--- config.mk ---
export PLATFORM = sky130hd
export DESIGN_NAME = ssm_top
export DESIGN_NICKNAME = d
export VERILOG_FILES = /design/src/ssm_pkg.sv /design/src/ssm_regs.sv /design/src/ssm_top.sv
export SDC_FILE = /design/constraint.sdc
export NUM_CORES = 1
export LEC_CHECK = 0
export BUFFER_PORTS_ARGS = -buffer_cell sky130_fd_sc_hd__buf_4
export CORE_UTILIZATION = 52
export CTS_CLUSTER_SIZE = 30
export DETAILED_ROUTE_END_ITERATION = 6
export GPL_TIMING_DRIVEN = 0
export PLACE_DENSITY = 0.75
export REMOVE_ABC_BUFFERS = 1
export SYNTH_ARGS = -nofsm -noshare
export SYNTH_HDL_FRONTEND = slang
export SYNTH_HIERARCHICAL = 1
export SYNTH_SLANG_ARGS = --single-unit
--- constraint.sdc ---
create_clock -name CLOCK -period 4.7 [get_ports CLOCK]
set_input_delay 0.235 -clock CLOCK [delete_from_list [all_inputs] [get_ports CLOCK]]
set_output_delay 0.235 -clock CLOCK [all_outputs]
set_load 0.005 [all_outputs]
--- src/ssm_pkg.sv ---
// Package for the spread-spectrum divider modulator: map, fields, resets
`default_nettype none
package ssm_pkg;

    localparam logic [7:0] OFS_SPREAD_ENABLE_PERIOD_HIGH = 8'h10;
    localparam logic [7:0] OFS_SPREAD_PERIOD_LOW         = 8'h11;
    localparam logic [7:0] OFS_DIVIDER_INTEGER           = 8'h12;
    localparam logic [7:0] OFS_DIVIDER_FRACTION_HIGH     = 8'h13;
    localparam logic [7:0] OFS_DIVIDER_FRACTION_LOW      = 8'h14;
    localparam logic [7:0] OFS_SPREAD_STEP_HIGH          = 8'h15;
    localparam logic [7:0] OFS_SPREAD_STEP_LOW           = 8'h16;
    localparam logic [7:0] OFS_DIVIDER_CONTROL           = 8'h18;

    localparam int POS_SPREAD_ENABLE = 7;
    localparam int POS_PERIOD_HIGH   = 0;
    localparam int POS_DIVIDER_RUN_N = 7;

    localparam logic [7:0] RST_SPREAD_ENABLE_PERIOD_HIGH = 8'h00;
    localparam logic [7:0] RST_SPREAD_PERIOD_LOW         = 8'h00;
    localparam logic [7:0] RST_DIVIDER_INTEGER           = 8'h0c;
    localparam logic [7:0] RST_DIVIDER_FRACTION_HIGH     = 8'h80;
    localparam logic [7:0] RST_DIVIDER_FRACTION_LOW      = 8'h00;
    localparam logic [7:0] RST_SPREAD_STEP_HIGH          = 8'h00;
    localparam logic [7:0] RST_SPREAD_STEP_LOW           = 8'h00;
    localparam logic [7:0] RST_DIVIDER_CONTROL           = 8'h80;

    // Step carries 2^24 scaling, divider fraction 2^16
    localparam int STEP_FRAC_BITS = 24;
    localparam int DIV_FRAC_BITS  = 16;

    typedef struct packed {
        logic        spread_enable;
        logic [11:0] half_period;
        logic [15:0] step;
        logic [7:0]  divider_integer_part;
        logic [15:0] divider_fraction_part;
        logic        divider_run_n;
    } ssm_cfg_t;

    typedef enum logic [1:0] {
        SSM_IDLE = 2'b00,
        SSM_DOWN = 2'b01,
        SSM_UP   = 2'b11
    } ssm_state_t;

endpackage
`default_nettype wire

--- src/ssm_regs.sv ---
// Byte-wide configuration register file for the modulator
`timescale 1ns/1ps
`default_nettype none
module ssm_regs
    import ssm_pkg::*;
(
    // Clock and reset
    input  wire logic       clock,
    input  wire logic       rstn,
    // Byte access port
    input  wire logic       wr_en,
    input  wire logic [7:0] addr,
    input  wire logic [7:0] wdata,
    output logic      [7:0] rdata,
    // Decoded settings
    output ssm_cfg_t        cfg
);
    logic [7:0] r10_ff, r11_ff, r12_ff, r13_ff, r14_ff, r15_ff, r16_ff;
    logic [7:0] r18_ff;
    logic [7:0] nxt_r10, nxt_r11, nxt_r12, nxt_r13, nxt_r14, nxt_r15;
    logic [7:0] nxt_r16, nxt_r18;

    always_comb begin
        nxt_r10 = r10_ff;
        nxt_r11 = r11_ff;
        nxt_r12 = r12_ff;
        nxt_r13 = r13_ff;
        nxt_r14 = r14_ff;
        nxt_r15 = r15_ff;
        nxt_r16 = r16_ff;
        nxt_r18 = r18_ff;
        if (wr_en) begin
            case (addr)
                // Reserved bits 6..4 hold zero
                OFS_SPREAD_ENABLE_PERIOD_HIGH: nxt_r10 = wdata & 8'h8f;
                OFS_SPREAD_PERIOD_LOW:         nxt_r11 = wdata;
                OFS_DIVIDER_INTEGER:           nxt_r12 = wdata;
                OFS_DIVIDER_FRACTION_HIGH:     nxt_r13 = wdata;
                OFS_DIVIDER_FRACTION_LOW:      nxt_r14 = wdata;
                OFS_SPREAD_STEP_HIGH:          nxt_r15 = wdata;
                OFS_SPREAD_STEP_LOW:           nxt_r16 = wdata;
                OFS_DIVIDER_CONTROL:           nxt_r18 = wdata & 8'h80;
                default: ;
            endcase
        end
    end

    always_ff @(posedge clock) begin
        if (!rstn) begin
            r10_ff <= RST_SPREAD_ENABLE_PERIOD_HIGH;
            r11_ff <= RST_SPREAD_PERIOD_LOW;
            r12_ff <= RST_DIVIDER_INTEGER;
            r13_ff <= RST_DIVIDER_FRACTION_HIGH;
            r14_ff <= RST_DIVIDER_FRACTION_LOW;
            r15_ff <= RST_SPREAD_STEP_HIGH;
            r16_ff <= RST_SPREAD_STEP_LOW;
            r18_ff <= RST_DIVIDER_CONTROL;
        end else begin
            r10_ff <= nxt_r10;
            r11_ff <= nxt_r11;
            r12_ff <= nxt_r12;
            r13_ff <= nxt_r13;
            r14_ff <= nxt_r14;
            r15_ff <= nxt_r15;
            r16_ff <= nxt_r16;
            r18_ff <= nxt_r18;
        end
    end

    always_comb begin
        case (addr)
            OFS_SPREAD_ENABLE_PERIOD_HIGH: rdata = r10_ff;
            OFS_SPREAD_PERIOD_LOW:         rdata = r11_ff;
            OFS_DIVIDER_INTEGER:           rdata = r12_ff;
            OFS_DIVIDER_FRACTION_HIGH:     rdata = r13_ff;
            OFS_DIVIDER_FRACTION_LOW:      rdata = r14_ff;
            OFS_SPREAD_STEP_HIGH:          rdata = r15_ff;
            OFS_SPREAD_STEP_LOW:           rdata = r16_ff;
            OFS_DIVIDER_CONTROL:           rdata = r18_ff;
            default:                       rdata = 8'h00;
        endcase
    end

    assign cfg.spread_enable = r10_ff[POS_SPREAD_ENABLE];
    assign cfg.half_period   = {r10_ff[POS_PERIOD_HIGH +: 4], r11_ff};
    assign cfg.divider_integer_part  = r12_ff;
    assign cfg.divider_fraction_part = {r13_ff, r14_ff};
    assign cfg.step          = {r15_ff, r16_ff};
    assign cfg.divider_run_n = r18_ff[POS_DIVIDER_RUN_N];
endmodule
`default_nettype wire

--- src/ssm_top.sv ---
// Triangle spread-spectrum modulator for the fractional feedback divider
`timescale 1ns/1ps
`default_nettype none
// Overview of operation
// - Modulate only while spread enable set
// - Disabled: period and step ignored
// - Integer part from byte 0x12
// - Fraction high 0x13, low 0x14
// - Half period: 0x10[3:0] and 0x11
// - Time counted in divider output cycles
// - Step high 0x15, low 0x16
// - Step is increment scaled by 2^24
// - Ramp down from top, back up, never above
// - Rise lasts half-period time steps
// - One time step per modulator clock
// - Divider held in reset while bit low
module ssm_top
    import ssm_pkg::*;
#(
    parameter int PERIOD_W = 12,
    parameter int ACC_W    = 40
)
(
    // Clock (divider output rate) and reset
    input  wire logic        CLOCK,
    input  wire logic        RSTN,
    // Configuration byte port
    input  wire logic        WR_EN,
    input  wire logic [7:0]  ADDR,
    input  wire logic [7:0]  WDATA,
    output logic      [7:0]  RDATA,
    // Modulated divider value: 8.16 fixed point
    output logic      [23:0] DIV_VALUE,
    output logic             DIV_RESET
);
    // Period times step needs PERIOD_W + 16 bits before the scaling shift
    localparam int MIN_ACC_W = PERIOD_W + 16 + STEP_FRAC_BITS - DIV_FRAC_BITS;

    if (PERIOD_W != 12 || ACC_W < MIN_ACC_W) begin : g_param_check
        $error("ssm_top: unsupported parameters");
    end

    ssm_cfg_t cfg;

    ssm_regs u_ssm_regs (
        .clock (CLOCK),
        .rstn  (RSTN),
        .wr_en (WR_EN),
        .addr  (ADDR),
        .wdata (WDATA),
        .rdata (RDATA),
        .cfg   (cfg)
    );

    ssm_state_t          state_ff,  nxt_state;
    logic [PERIOD_W-1:0] tick_ff,   nxt_tick;
    logic [ACC_W-1:0]    offset_ff, nxt_offset;
    logic [23:0]         div_ff,    nxt_div;
    logic [23:0]         top;
    logic [23:0]         off_div;
    logic                expire;

    // Offset kept with 2^24 scaling; drop 8 bits to reach 2^16 fraction
    function automatic logic [23:0] to_div(input logic [ACC_W-1:0] acc);
        to_div = acc[STEP_FRAC_BITS - DIV_FRAC_BITS +: 24];
    endfunction

    assign top     = {cfg.divider_integer_part, cfg.divider_fraction_part};
    assign off_div = to_div(offset_ff);
    // Expire after half_period steps; zero period treated as one step
    assign expire  = (tick_ff + 1'b1 >= cfg.half_period);

    always_comb begin
        nxt_state  = state_ff;
        nxt_tick   = tick_ff;
        nxt_offset = offset_ff;
        if (!cfg.divider_run_n) begin
            nxt_state  = SSM_IDLE;
            nxt_tick   = '0;
            nxt_offset = '0;
        end else begin
            case (state_ff)
                SSM_IDLE: begin
                    // Period and step untouched while disabled
                    nxt_tick   = '0;
                    nxt_offset = '0;
                    if (cfg.spread_enable) begin
                        nxt_state = SSM_DOWN;
                    end
                end
                SSM_DOWN: begin
                    // One step per clock: clock is the divider output
                    nxt_offset = offset_ff + ACC_W'(cfg.step);
                    nxt_tick   = expire ? '0 : tick_ff + 1'b1;
                    if (expire) begin
                        nxt_state = SSM_UP;
                    end
                end
                SSM_UP: begin
                    // Floor at zero keeps the value at or below top
                    if (offset_ff > ACC_W'(cfg.step)) begin
                        nxt_offset = offset_ff - ACC_W'(cfg.step);
                    end else begin
                        nxt_offset = '0;
                    end
                    nxt_tick = expire ? '0 : tick_ff + 1'b1;
                    if (expire) begin
                        nxt_state  = SSM_DOWN;
                        nxt_offset = '0;
                    end
                end
                default: nxt_state = SSM_IDLE;
            endcase
            if (!cfg.spread_enable) begin
                nxt_state  = SSM_IDLE;
                nxt_offset = '0;
                nxt_tick   = '0;
            end
        end
    end

    always_comb begin
        // Value below zero cannot occur for legal settings; clamp anyway
        // Back to top the cycle after enable or run drops
        if (state_ff == SSM_IDLE || !cfg.spread_enable ||
            !cfg.divider_run_n) begin
            nxt_div = top;
        end else if (off_div > top) begin
            nxt_div = '0;
        end else begin
            nxt_div = top - off_div;
        end
    end

    always_ff @(posedge CLOCK) begin
        if (!RSTN) begin
            state_ff  <= SSM_IDLE;
            tick_ff   <= '0;
            offset_ff <= '0;
            div_ff    <= {RST_DIVIDER_INTEGER, RST_DIVIDER_FRACTION_HIGH,
                          RST_DIVIDER_FRACTION_LOW};
        end else begin
            state_ff  <= nxt_state;
            tick_ff   <= nxt_tick;
            offset_ff <= nxt_offset;
            div_ff    <= nxt_div;
        end
    end

    assign DIV_VALUE = div_ff;
    assign DIV_RESET = ~cfg.divider_run_n;
endmodule
`default_nettype wire

Yosys cells after proc, flatten, opt, wreduce, memory -nomap -nowiden
Index checks and enable logic that the tools add are counted.
{"block": "totals", "elab_cells": 61, "in_bits": 19, "register_bits": 132, "out_inout_bits": 33}
{"block": "classes", "n_bitwise": 1, "order_cmp": 3, "n_addsub": 4, "eq_ne": 12, "muxes": 11, "n_reduce_logical": 18}
{"op": "case mux 40 bit (3 select lines)", "count": 1}
{"op": "2-to-1 mux 40 bit", "count": 2}
{"op": "equality test 8 x 5 -> 1 bit, second input constant", "count": 8}
{"op": "case mux 8 bit (8 select lines)", "count": 1}
{"op": "2-to-1 mux 24 bit", "count": 2}
{"op": "adder 40 x 16 -> 40 bit", "count": 1}
{"op": "greater-than comparator 40 x 16 -> 1 bit", "count": 1}
{"op": "subtractor 40 x 16 -> 40 bit", "count": 1}
{"op": "greater-than comparator 24 bit", "count": 1}
{"op": "case mux 12 bit (2 select lines)", "count": 1}
{"op": "subtractor 24 bit", "count": 1}
{"op": "AND reduction 2 bit", "count": 9}
{"op": "adder 12 x 1 -> 12 bit, second input constant", "count": 1}
{"op": ">= comparator 12 bit", "count": 1}
{"op": "2-to-1 mux 12 bit", "count": 1}
{"op": "case mux 2 bit (3 select lines)", "count": 1}
{"op": "2-to-1 mux 2 bit", "count": 2}
{"op": "inequality test 2 bit, second input constant", "count": 2}
{"op": "AND reduction 3 bit", "count": 1}
{"op": "nonzero test 3 bit", "count": 1}
{"op": "equality test 2 x 1 -> 1 bit, second input constant", "count": 1}
{"op": "equality test 2 bit, second input constant", "count": 1}
{"op": "logical NOT 1 bit", "count": 2}
{"op": "logical NOT 2 bit", "count": 1}
{"op": "other kinds (4)", "count": 5}

Logic depth before layout (Yosys ltp)
Gate-level depths: netlist (run 1).
{"block": "logic_depth", "word_depth": 4, "depth_mapped": 17, "depth_no_buf": 15}

Modules after synthesis
Netlist (run 1), hierarchy kept.
{"mod": "ssm_top", "instances": 1, "cells_each": 996, "area_per_inst_um2": 7517.2, "seq_area_each_um2": 1561.5}
{"mod": "ssm_regs", "instances": 1, "cells_each": 276, "area_per_inst_um2": 2676.3, "seq_area_each_um2": 1081.0}

Worst setup path before layout (run 1)
OpenSTA, ideal clock, no wires.
{"block": "synth_path", "path_kind": "reg2reg", "start": "register tick_ff[0]", "end": "register offset_ff[33]", "arrival_time_ns": 3.224, "setup_time_ns": 0.074, "slack_ns": 1.402, "path_stages_with_launch": 16, "synth_period_minus_slack_ns": 3.298, "required_time_ns": 4.626, "path_cell_list": "dfxtp_1 > and3_1 > and3_1 > and3_1 > and3_1 > nand3_1 > xnor2_1 > ha_1 > and4_1 > a221oi_1 > o31a_1 > o2111a_1 > buf_6 > nand4_1 > or2_2 > a31oi_1"}
{"block": "synth_via", "elab_chain_len": 4}
{"item": "start: declaration", "line_no": "ssm_top.sv:56", "text": "logic [PERIOD_W-1:0] tick_ff, nxt_tick;"}
{"item": "start signal: assignment", "line_no": "ssm_top.sv:144", "text": "tick_ff <= nxt_tick;"}
{"item": "adder 12 x 1 -> 12 bit", "line_no": "ssm_top.sv:71", "text": "assign expire = (tick_ff + 1'b1 >= cfg.half_period);"}
{"item": ">= comparator 12 bit", "line_no": "ssm_top.sv:71"}
{"item": "2-to-1 mux 40 bit", "line_no": "ssm_top.sv:107", "text": "if (expire) begin"}
{"item": "case mux 40 bit (3 select lines)", "line_no": "ssm_top.sv:82", "text": "case (state_ff)"}
{"item": "end signal: assignment", "line_no": "ssm_top.sv:145", "text": "offset_ff <= nxt_offset;"}
{"item": "end: declaration", "line_no": "ssm_top.sv:57", "text": "logic [ACC_W-1:0] offset_ff, nxt_offset;"}
No other way between the ends.
A chain may end at the register's enable or synchronous reset.

Worst setup path in the final report (run 1)
{"block": "layout_path", "start": "register tick_ff[0]", "end": "register offset_ff[29]"}
Same word-level chain as after synthesis.

==> summary.md, run 1 <==
| Metric | Value |
|---|---|
| Number of buffers inserted by hold repair at cts | `0` |
| Tot Pwr | `0.002511 W` |
| Largest fanout of any net on the critical path | `22` |
| Number of clock buffers inserted by TritonCTS | `17` |
| Die Y | `142.0 um` |
| Die Area | `0.02017 mm2` |
| Flip-flop and latch count after synthesis | `132` |
| Final period utilization | `0.9101` |
| TritonCTS clock tree | `built` |
| Initial DRC count | `1,124` |
| Crit path arrival time | `4.64 ns` |
| Setup Skew | `0.01206 ns` |
| Final Instance Area | `0.01123 mm2` |
| Width of the die | `142.0 um` |
| Number of post-CTS setup repair buffers | `0` |
| Count of nets left with antenna violations after detail routing | `0` |
| Max-Cap Viols | `0` |
| Kind of critical path | `reg -> reg` |
| Synthesized cell area | `0.01019 mm2` |
| Iteration count of the initial detailed-routing pass | `6` |
| Result of the run | `finished, final reports clean` |
| Average wire per standard cell | `19.63 um` |
| Drt via density | `6.411` |
| Nature of the critical path endpoint | `register` |
| Largest net degree at the start of global routing | `82` |
| Largest buffer count on any clock path | `2` |
| Setup TNS | `0 ns` |
| Critical path data required time | `5.06 ns` |
| # IOs | `52` |
| Core Area | `0.01896 mm2` |
| CP Launch Type | `register` |
| Global router's overall resource usage | `0.3038` |
| Count of final setup violators | `0` |
| Layout cells sized above 1 | `0.1064` |
| Placed instance area | `0.01064 mm2` |
| Antenna violations before repair | `0` |
| Rel. slew slack | `0.1682` |
| Initial core utilization | `0.5378` |
| Detailed placement HPWL | `21,700 um` |
| Port Buffers | `51` |
| Highest attainable clock frequency | `233.8 MHz` |
| IR Drop Worst-Case VDD | `242.5 uV` |
| Share of flip-flops with an asynchronous set or reset | `0` |
| Primary FF master, synth | `sky130_fd_sc_hd__dfxtp_1` |
| Placer congestion estimate | `0.9424` |
| Distinct cell type count of the synthesized netlist | `88` |
| Synth warn | `6` |
| First-pass GRT wire length | `47,940 um` |
| Row count | `50` |
| Count of final max-slew check failures | `0` |
| Number of hold-slack violations in the final timing report | `0` |
| CTS root buf | `sky130_fd_sc_hd__clkbuf_16` |
| Total via count after detailed routing | `9,918` |
| Final worst path period need | `4.278 ns` |
| Number of global-route vias before repair | `9,127` |
| Top area cells in the synthesized netlist | `sky130_fd_sc_hd__dfxtp_1, sky130_fd_sc_hd__ha_1, sky130_fd_sc_hd__mux2i_1` |
| CTS clk-pin slew, worst paths | `0.07 ns` |
| Remaining DRCs | `0` |
| Synth Area per Inst | `8.014 um2` |
| Total leakage power | `4.428 nW` |
| Final global-route overflow total | `0` |
| Cell taking the most area after synthesis | `sky130_fd_sc_hd__dfxtp_1` |
| Portion of synthesized cell area occupied by the leading cell type | `0.2592` |
| Kind of path behind the tightest hold check | `in -> reg` |
| Area growth, synth to finish | `10.21%` |
| Number of enable-type register cells in the synthesized netlist | `0` |
| Final nets | `1,365` |
| Antenna diode count | `0` |
| Transition time at the pin with the least slew margin | `1.245 ns` |
| Deepest level of the CTS H-tree | `4` |
| Sequential element share of the synthesized area | `0.2592` |
| Clock sink count | `132` |
| Synthesized instance count | `1,272` |
| Power density over the cells | `223.5 mW/mm2` |
| Total routed wirelength | `30,370 um` |
| Count of fill cells added during filler insertion | `1,694` |
| Clk Latency, worst-skew pair | `0.45 ns` |
| Setup repair after global routing missed its margin | `false` |
final timing paths:
path / start / to / slack [ns] / cells after the start
max reg2reg: tick_ff[0] / offset_ff[29] / 0.42 / 14
min: WDATA[3] / u_ssm_regs/r12_ff[3] / 0.10 / 3
max: tick_ff[0] / offset_ff[29] / 0.42 / 14
min reg2reg: offset_ff[9] / offset_ff[9] / 0.52 / 2
synth_stat cells, types with 5 or more instances:
cell type,instances
sky130_fd_sc_hd__o21ai_1,7
sky130_fd_sc_hd__o31a_1,5
sky130_fd_sc_hd__nor2b_1,59
sky130_fd_sc_hd__o22ai_1,7
sky130_fd_sc_hd__nand4_1,12
sky130_fd_sc_hd__nor4_1,11
sky130_fd_sc_hd__o21bai_1,6
sky130_fd_sc_hd__buf_6,6
sky130_fd_sc_hd__a21oi_1,74
sky130_fd_sc_hd__a21o_1,11
sky130_fd_sc_hd__a21boi_0,27
sky130_fd_sc_hd__buf_2,13
sky130_fd_sc_hd__clkbuf_1,51
sky130_fd_sc_hd__xnor2_1,36
sky130_fd_sc_hd__nor3_1,24
sky130_fd_sc_hd__dfxtp_1,132
sky130_fd_sc_hd__nand3_1,57
sky130_fd_sc_hd__or3_1,9
sky130_fd_sc_hd__and4_1,9
sky130_fd_sc_hd__mux2_2,9
sky130_fd_sc_hd__a22oi_1,22
sky130_fd_sc_hd__o211ai_1,13
sky130_fd_sc_hd__nand2_1,115
sky130_fd_sc_hd__nor2_1,76
sky130_fd_sc_hd__o21ai_0,45
sky130_fd_sc_hd__or2_2,5
sky130_fd_sc_hd__o21a_1,11
sky130_fd_sc_hd__nand2b_1,15
sky130_fd_sc_hd__a222oi_1,5
sky130_fd_sc_hd__ha_1,69
sky130_fd_sc_hd__and3_1,21
sky130_fd_sc_hd__a211oi_1,13
sky130_fd_sc_hd__mux2i_1,51
sky130_fd_sc_hd__and2_1,7
sky130_fd_sc_hd__inv_1,74
sky130_fd_sc_hd__a31oi_1,22
sky130_fd_sc_hd__a311oi_1,5
sky130_fd_sc_hd__nand3b_1,6
sky130_fd_sc_hd__a221oi_1,7
sky130_fd_sc_hd__a2111oi_0,8
sky130_fd_sc_hd__o31ai_1,8
sky130_fd_sc_hd__a221o_1,8
sky130_fd_sc_hd__xor2_1,23
cell type report:
cell class | count | area (um2) | area share
multi-input combinational | 994 | 6987 | 0.6219
sequential | 132 | 2643 | 0.2352
timing repair buffer | 55 | 440.4 | 0.03920
clock buffer | 17 | 425.4 | 0.03787
tap | 260 | 325.3 | 0.02896
inverter | 74 | 277.8 | 0.02472
clock inverter | 15 | 136.4 | 0.01214
state kept, by name (all words and copies together) (netlist names):
register           count
u_ssm_regs/r11_ff      8
u_ssm_regs/r12_ff      8
state_ff               2
offset_ff             40
u_ssm_regs/r13_ff      8
u_ssm_regs/r14_ff      8
u_ssm_regs/r15_ff      8
u_ssm_regs/r16_ff      8
u_ssm_regs/r18_ff      1
DIV_VALUE             24
u_ssm_regs/r10_ff      5
tick_ff               12
per-stage QoR:
step | setup slack [ns] | util | cells | hold slack (ns)
floorplan | 0.6165 | - | 1199 | 0.2969
global placement | -0.5089 | 0.5572 | 1510 | 0.4824
CTS | 0.1321 | 0.5914 | 1546 | 0.09141
detailed placement | -0.5238 | 0.5611 | 1514 | 0.5042
global route | 0.1211 | 0.5927 | 1547 | 0.1100
finish | 0.4225 | 0.5927 | 1547 | 0.1017
worst max-delay path, stage by stage, from the launching register on:
cell and delay (ns):
sky130_fd_sc_hd__dfxtp_1 0.40, sky130_fd_sc_hd__and3_1 0.21, sky130_fd_sc_hd__and3_1 0.25, sky130_fd_sc_hd__and3_1 0.26, sky130_fd_sc_hd__and3_1 0.28, sky130_fd_sc_hd__nand3_1 0.11
sky130_fd_sc_hd__xnor2_1 0.20, sky130_fd_sc_hd__ha_1 0.28, sky130_fd_sc_hd__and4_1 0.20, sky130_fd_sc_hd__a221oi_1 0.39, sky130_fd_sc_hd__o31a_4 0.40, sky130_fd_sc_hd__o2111ai_4 0.46
sky130_fd_sc_hd__nor2_4 0.40, sky130_fd_sc_hd__a2111oi_0 0.17, sky130_fd_sc_hd__a211oi_1 0.17
timing repair:
| item | CTS | global route |
|---|---|---|
| endpoints found under the setup margin | 40 | 13 |
| gates cloned | 0 | 1 |
| pin swaps | 0 | 1 |
| gates resized for setup | 3 | 2 |
report_power, final:
part	switching (W)	total [W]	internal, W	leakage [nW]
registers	0.000000992	0.00112	0.00112	1.06
clock network	0.000607	0.00130	0.000697	0.265
logic	0.0000533	0.0000874	0.0000341	3.10
placed cells by master (no fill, tap or decap), drive strengths merged, types with 10 or more instances in the layout:
| cell | n |
|---|---|
| a21boi | 27 |
| a31oi | 22 |
| nand3 | 61 |
| nor4 | 15 |
| nor3 | 24 |
| nand2 | 116 |
| o21ai | 52 |
| dfxtp | 132 |
| o21a | 11 |
| a21o | 11 |
| and3 | 21 |
| a211oi | 14 |
| ha | 69 |
| a22oi | 22 |
| o211ai | 13 |
| nand4 | 13 |
| mux2i | 51 |
| buf | 55 |
| nor2 | 77 |
| a21oi | 74 |
| inv | 83 |
| xnor2 | 36 |
| or3 | 10 |
| clkbuf | 17 |
| nand2b | 15 |
| xor2 | 23 |
| nor2b | 59 |
cell families (layout without fill, tap and decap cells):
family,Yosys count,after routing,share of synthesized area
AO/OA/AOI/OAI,347,348,0.2375
XOR/XNOR,59,59,0.05069
adder cells (fa/ha/maj),72,72,0.09059
buffers and inverters,147,161,0.06051
flip-flops,132,132,0.2592
multiplexers,61,61,0.06223
AND/OR/NAND/NOR,454,454,0.2392
metal layers:
layer  wire length [um]  global-route usage  up-vias
met1              12310              0.3866     4675
met5                  0                   0        -
met3               2816             0.05384       84
met2              14140              0.5015      498
li1                   -                   -     4661
met4               1093              0.1353        0
Power figures use the tool's default switching activity.
==> run 2: changes to the inputs <==
--- a/config.mk
+++ b/config.mk
@@ -6,11 +6,13 @@
 export NUM_CORES = 1
 export LEC_CHECK = 0
 export BUFFER_PORTS_ARGS = -buffer_cell sky130_fd_sc_hd__buf_4
-export CORE_UTILIZATION = 52
+export CELL_PAD_IN_SITES_DETAIL_PLACEMENT = 1
+export CELL_PAD_IN_SITES_GLOBAL_PLACEMENT = 2
+export CORE_UTILIZATION = 38
 export CTS_CLUSTER_SIZE = 30
 export DETAILED_ROUTE_END_ITERATION = 6
 export GPL_TIMING_DRIVEN = 0
-export PLACE_DENSITY = 0.75
+export PLACE_DENSITY = 0.81
 export REMOVE_ABC_BUFFERS = 1
 export SYNTH_ARGS = -nofsm -noshare
 export SYNTH_HDL_FRONTEND = slang
==> run 2 against run 1 <==
  * First-iteration DRC count is 40% lower
  * Register-to-register slack got worse by 0.02 ns
  * The flow now finishes with violations (design-rule violations)
  * Critical path depth fell by 1
  * Cell count up 4.9%
==> summary.md, run 2 (same netlist as run 1, synthesis figures left out) <==
| Metric | Value |
|---|---|
| Result of the run | `finished, violations left` |
| Failing checks | `design-rule violations` |
| Leading cell type in the layout, fill and taps excluded | `sky130_fd_sc_hd__dfxtp_1` |
| Reg-to-reg setup timing slack | `0.41 ns (-0.02 ns)` |
| Core Area | `0.02621 mm2 (+38%)` |
| Die Area | `0.02748 mm2 (+36%)` |
| Total leakage power | `4.452 nW (+0.53%)` |
| Reg2Reg Launch Point | `tick_ff[0]` |
| Rel. slew slack | `0.1346 (-0.03365)` |
| Largest fanout of any net on the critical path | `23 (+4.5%)` |
| Clock sink count | `132 (unchanged)` |
| CTS root buf | `sky130_fd_sc_hd__clkbuf_16` |
| Area used by multi-input combinational logic | `0.007010 mm2 (+0.34%)` |
| Instance count after placement with tap cells included | `1,589 (+5.0%)` |
| Max-Cap Viols | `0 (unchanged)` |
| Antenna violations before repair | `0 (unchanged)` |
| Register with the most flip-flops | `offset_ff` |
| Clk Latency, worst-skew pair | `0.44 ns (about the same)` |
| Transition time at the pin with the least slew margin | `1.281 ns (+0.03617 ns)` |
| Final worst path period need | `4.295 ns (+0.01705 ns)` |
| CTS clk-pin slew, worst paths | `0.07 ns (about the same)` |
| Destination of the critical timing path | `offset_ff[25]` |
| Deepest level of the CTS H-tree | `4 (unchanged)` |
| Register area | `0.002643 mm2 (unchanged)` |
| Initial DRC count | `675 (-40%)` |
| Crit path arrival time | `4.67 ns (+0.03 ns)` |
| Final global-route overflow total | `0 (unchanged)` |
| # IOs | `52 (unchanged)` |
| Setup TNS | `0 ns (unchanged)` |
| Largest net degree at the start of global routing | `82 (unchanged)` |
| Count of final setup violators | `0 (unchanged)` |
| Total via count after detailed routing | `9,803 (-1.2%)` |
| Final period utilization | `0.9137 (+0.003629)` |
| Layout cells sized above 1 | `0.1079 (+0.001470)` |
| Critical path origin | `tick_ff[0]` |
| Largest buffer count on any clock path | `2 (unchanged)` |
| Number of buffers inserted by hold repair at cts | `0 (unchanged)` |
| Row count | `59 (+18%)` |
| Width of the die | `165.8 um (+17%)` |
| Setup Skew | `0.01269 ns (+0.0006259 ns)` |
| Area growth, synth to finish | `11.72%` |
| Highest attainable clock frequency | `232.9 MHz (-0.40%)` |
| Port Buffers | `51 (unchanged)` |
| Flip-flop count of the largest register after layout | `40 (unchanged)` |
| Kind of critical path | `reg -> reg` |
| Post-layout instance count excluding filler cells | `1,623 (+4.9%)` |
| Nature of the critical path endpoint | `register` |
| Crit Reg-Reg Endpoint | `offset_ff[25]` |
| Depth of the worst register-to-register path | `13 (-1)` |
| Number of hold-slack violations in the final timing report | `0 (unchanged)` |
| First-pass GRT wire length | `55,820 um (+16%)` |
| Initial core utilization | `0.3890 (-0.1488)` |
| Drt via density | `6.040 (-5.8%)` |
| Placer congestion estimate | `0.8917 (-5.4%)` |
| Count of nets left with antenna violations after detail routing | `0 (unchanged)` |
| Critical path data required time | `5.07 ns (about the same)` |
| Final nets | `1,366 (+0.073%)` |
| Average wire per standard cell | `22.29 um (+14%)` |
| Iteration count of the initial detailed-routing pass | `7 (+1)` |
| Antenna diode count | `0 (unchanged)` |
| Number of clock buffers inserted by TritonCTS | `17 (unchanged)` |
| Global router's overall resource usage | `0.2594 (-0.04445)` |
| Number of global-route vias before repair | `9,896 (+8.4%)` |
| IR Drop Worst-Case VDD | `208.7 uV (-14%)` |
| Power density over the cells | `228.5 mW/mm2 (+2.2%)` |
| Commonest non-fill, non-tap cells in the layout | `sky130_fd_sc_hd__dfxtp_1, sky130_fd_sc_hd__nand2_1, sky130_fd_sc_hd__nor2_1` |
| CP Launch Type | `register` |
| Count of final max-slew check failures | `0 (unchanged)` |
| Die Y | `165.8 um (+17%)` |
| Count of fill cells added during filler insertion | `3,144 (+86%)` |
| Remaining DRCs | `5 (+5)` |
| Detailed placement HPWL | `26,340 um (+21%)` |
| Total routed wirelength | `36,180 um (+19%)` |
| Setup repair after global routing missed its margin | `false` |
| Number of post-CTS setup repair buffers | `0 (unchanged)` |
| TritonCTS clock tree | `built` |
| Kind of path behind the tightest hold check | `in -> reg` |
==> run 2: routing by layer <==
metal | GRT usage | routed length, um | vias to the layer above
li1 | - | - | 4652
met1 | 0.3300 | 16540 | 4896
met2 | 0.4449 | 17290 | 200
met3 | 0.03384 | 1277 | 55
met4 | 0.1016 | 1064 | 0
met5 | 0 | 0 | -
==> run 2: power by group <==
part	internal, W	switching [W]
Sequential	0.00112	0.00000104
Clock	0.000754	0.000638
Combinational	0.0000342	0.0000559
Total	0.00191	0.000695
==> run 2: per-stage QoR <==
step                        util  power, W  cell area [um2]  setup slack (ns)  hold slack (ns)
after detailed placement  0.4099  0.001233            10740           -0.8538           0.5098
after global routing      0.4346  0.002670            11390           0.09255           0.1250
after floorplan                -  0.001181             9854            0.6165           0.2969
final                     0.4346  0.002602            11390            0.4054           0.1272
after CTS                 0.4331  0.002624            11350          0.007954           0.1140
after global placement    0.4066  0.001233            10660           -0.8022           0.4805
==> run 2: worst max-delay path, cell delays in order (launching register included) <==
cell and delay [ns]:
sky130_fd_sc_hd__dfxtp_1 0.40, sky130_fd_sc_hd__and3_1 0.21, sky130_fd_sc_hd__and3_1 0.24, sky130_fd_sc_hd__and3_1 0.26, sky130_fd_sc_hd__and3_1 0.27, sky130_fd_sc_hd__nand3_1 0.12, sky130_fd_sc_hd__xnor2_1 0.19, sky130_fd_sc_hd__ha_1 0.27
sky130_fd_sc_hd__and4_1 0.21, sky130_fd_sc_hd__a221oi_1 0.39, sky130_fd_sc_hd__o31a_4 0.42, sky130_fd_sc_hd__o2111a_1 0.85, sky130_fd_sc_hd__a32oi_1 0.21, sky130_fd_sc_hd__a21oi_1 0.17
==> run 2: layout make-up <==
class | instances | area share
well taps | 335 | 0.03681
multi-input cells | 995 | 0.6156
flip-flops and latches | 132 | 0.2320
inverters | 74 | 0.02439
repair buffers | 55 | 0.03944
clock buffers | 17 | 0.03735
clock inverters | 15 | 0.01439
==> run 2: worst min path at each step <==
stage                     cells after the start          from  slack (ns)                   end
final                                         3      WDATA[3]        0.13  u_ssm_regs/r16_ff[3]
after global routing                          3      WDATA[2]        0.12  u_ssm_regs/r12_ff[2]
after CTS                                     3      WDATA[3]        0.11  u_ssm_regs/r16_ff[3]
after detailed placement                      2  offset_ff[9]        0.51          offset_ff[9]
after global placement                        2  offset_ff[9]        0.48          offset_ff[9]
after floorplan                               1          RSTN        0.30  u_ssm_regs/r12_ff[2]
==> run 2: timing repair <==
| item | CTS | global route |
|---|---|---|
| pin swaps | 0 | 3 |
| endpoints found under the hold margin | 0 | 0 |
| endpoints found under the setup margin | 40 | 20 |
| gates cloned | 0 | 2 |
| gates resized for setup | 4 | 1 |
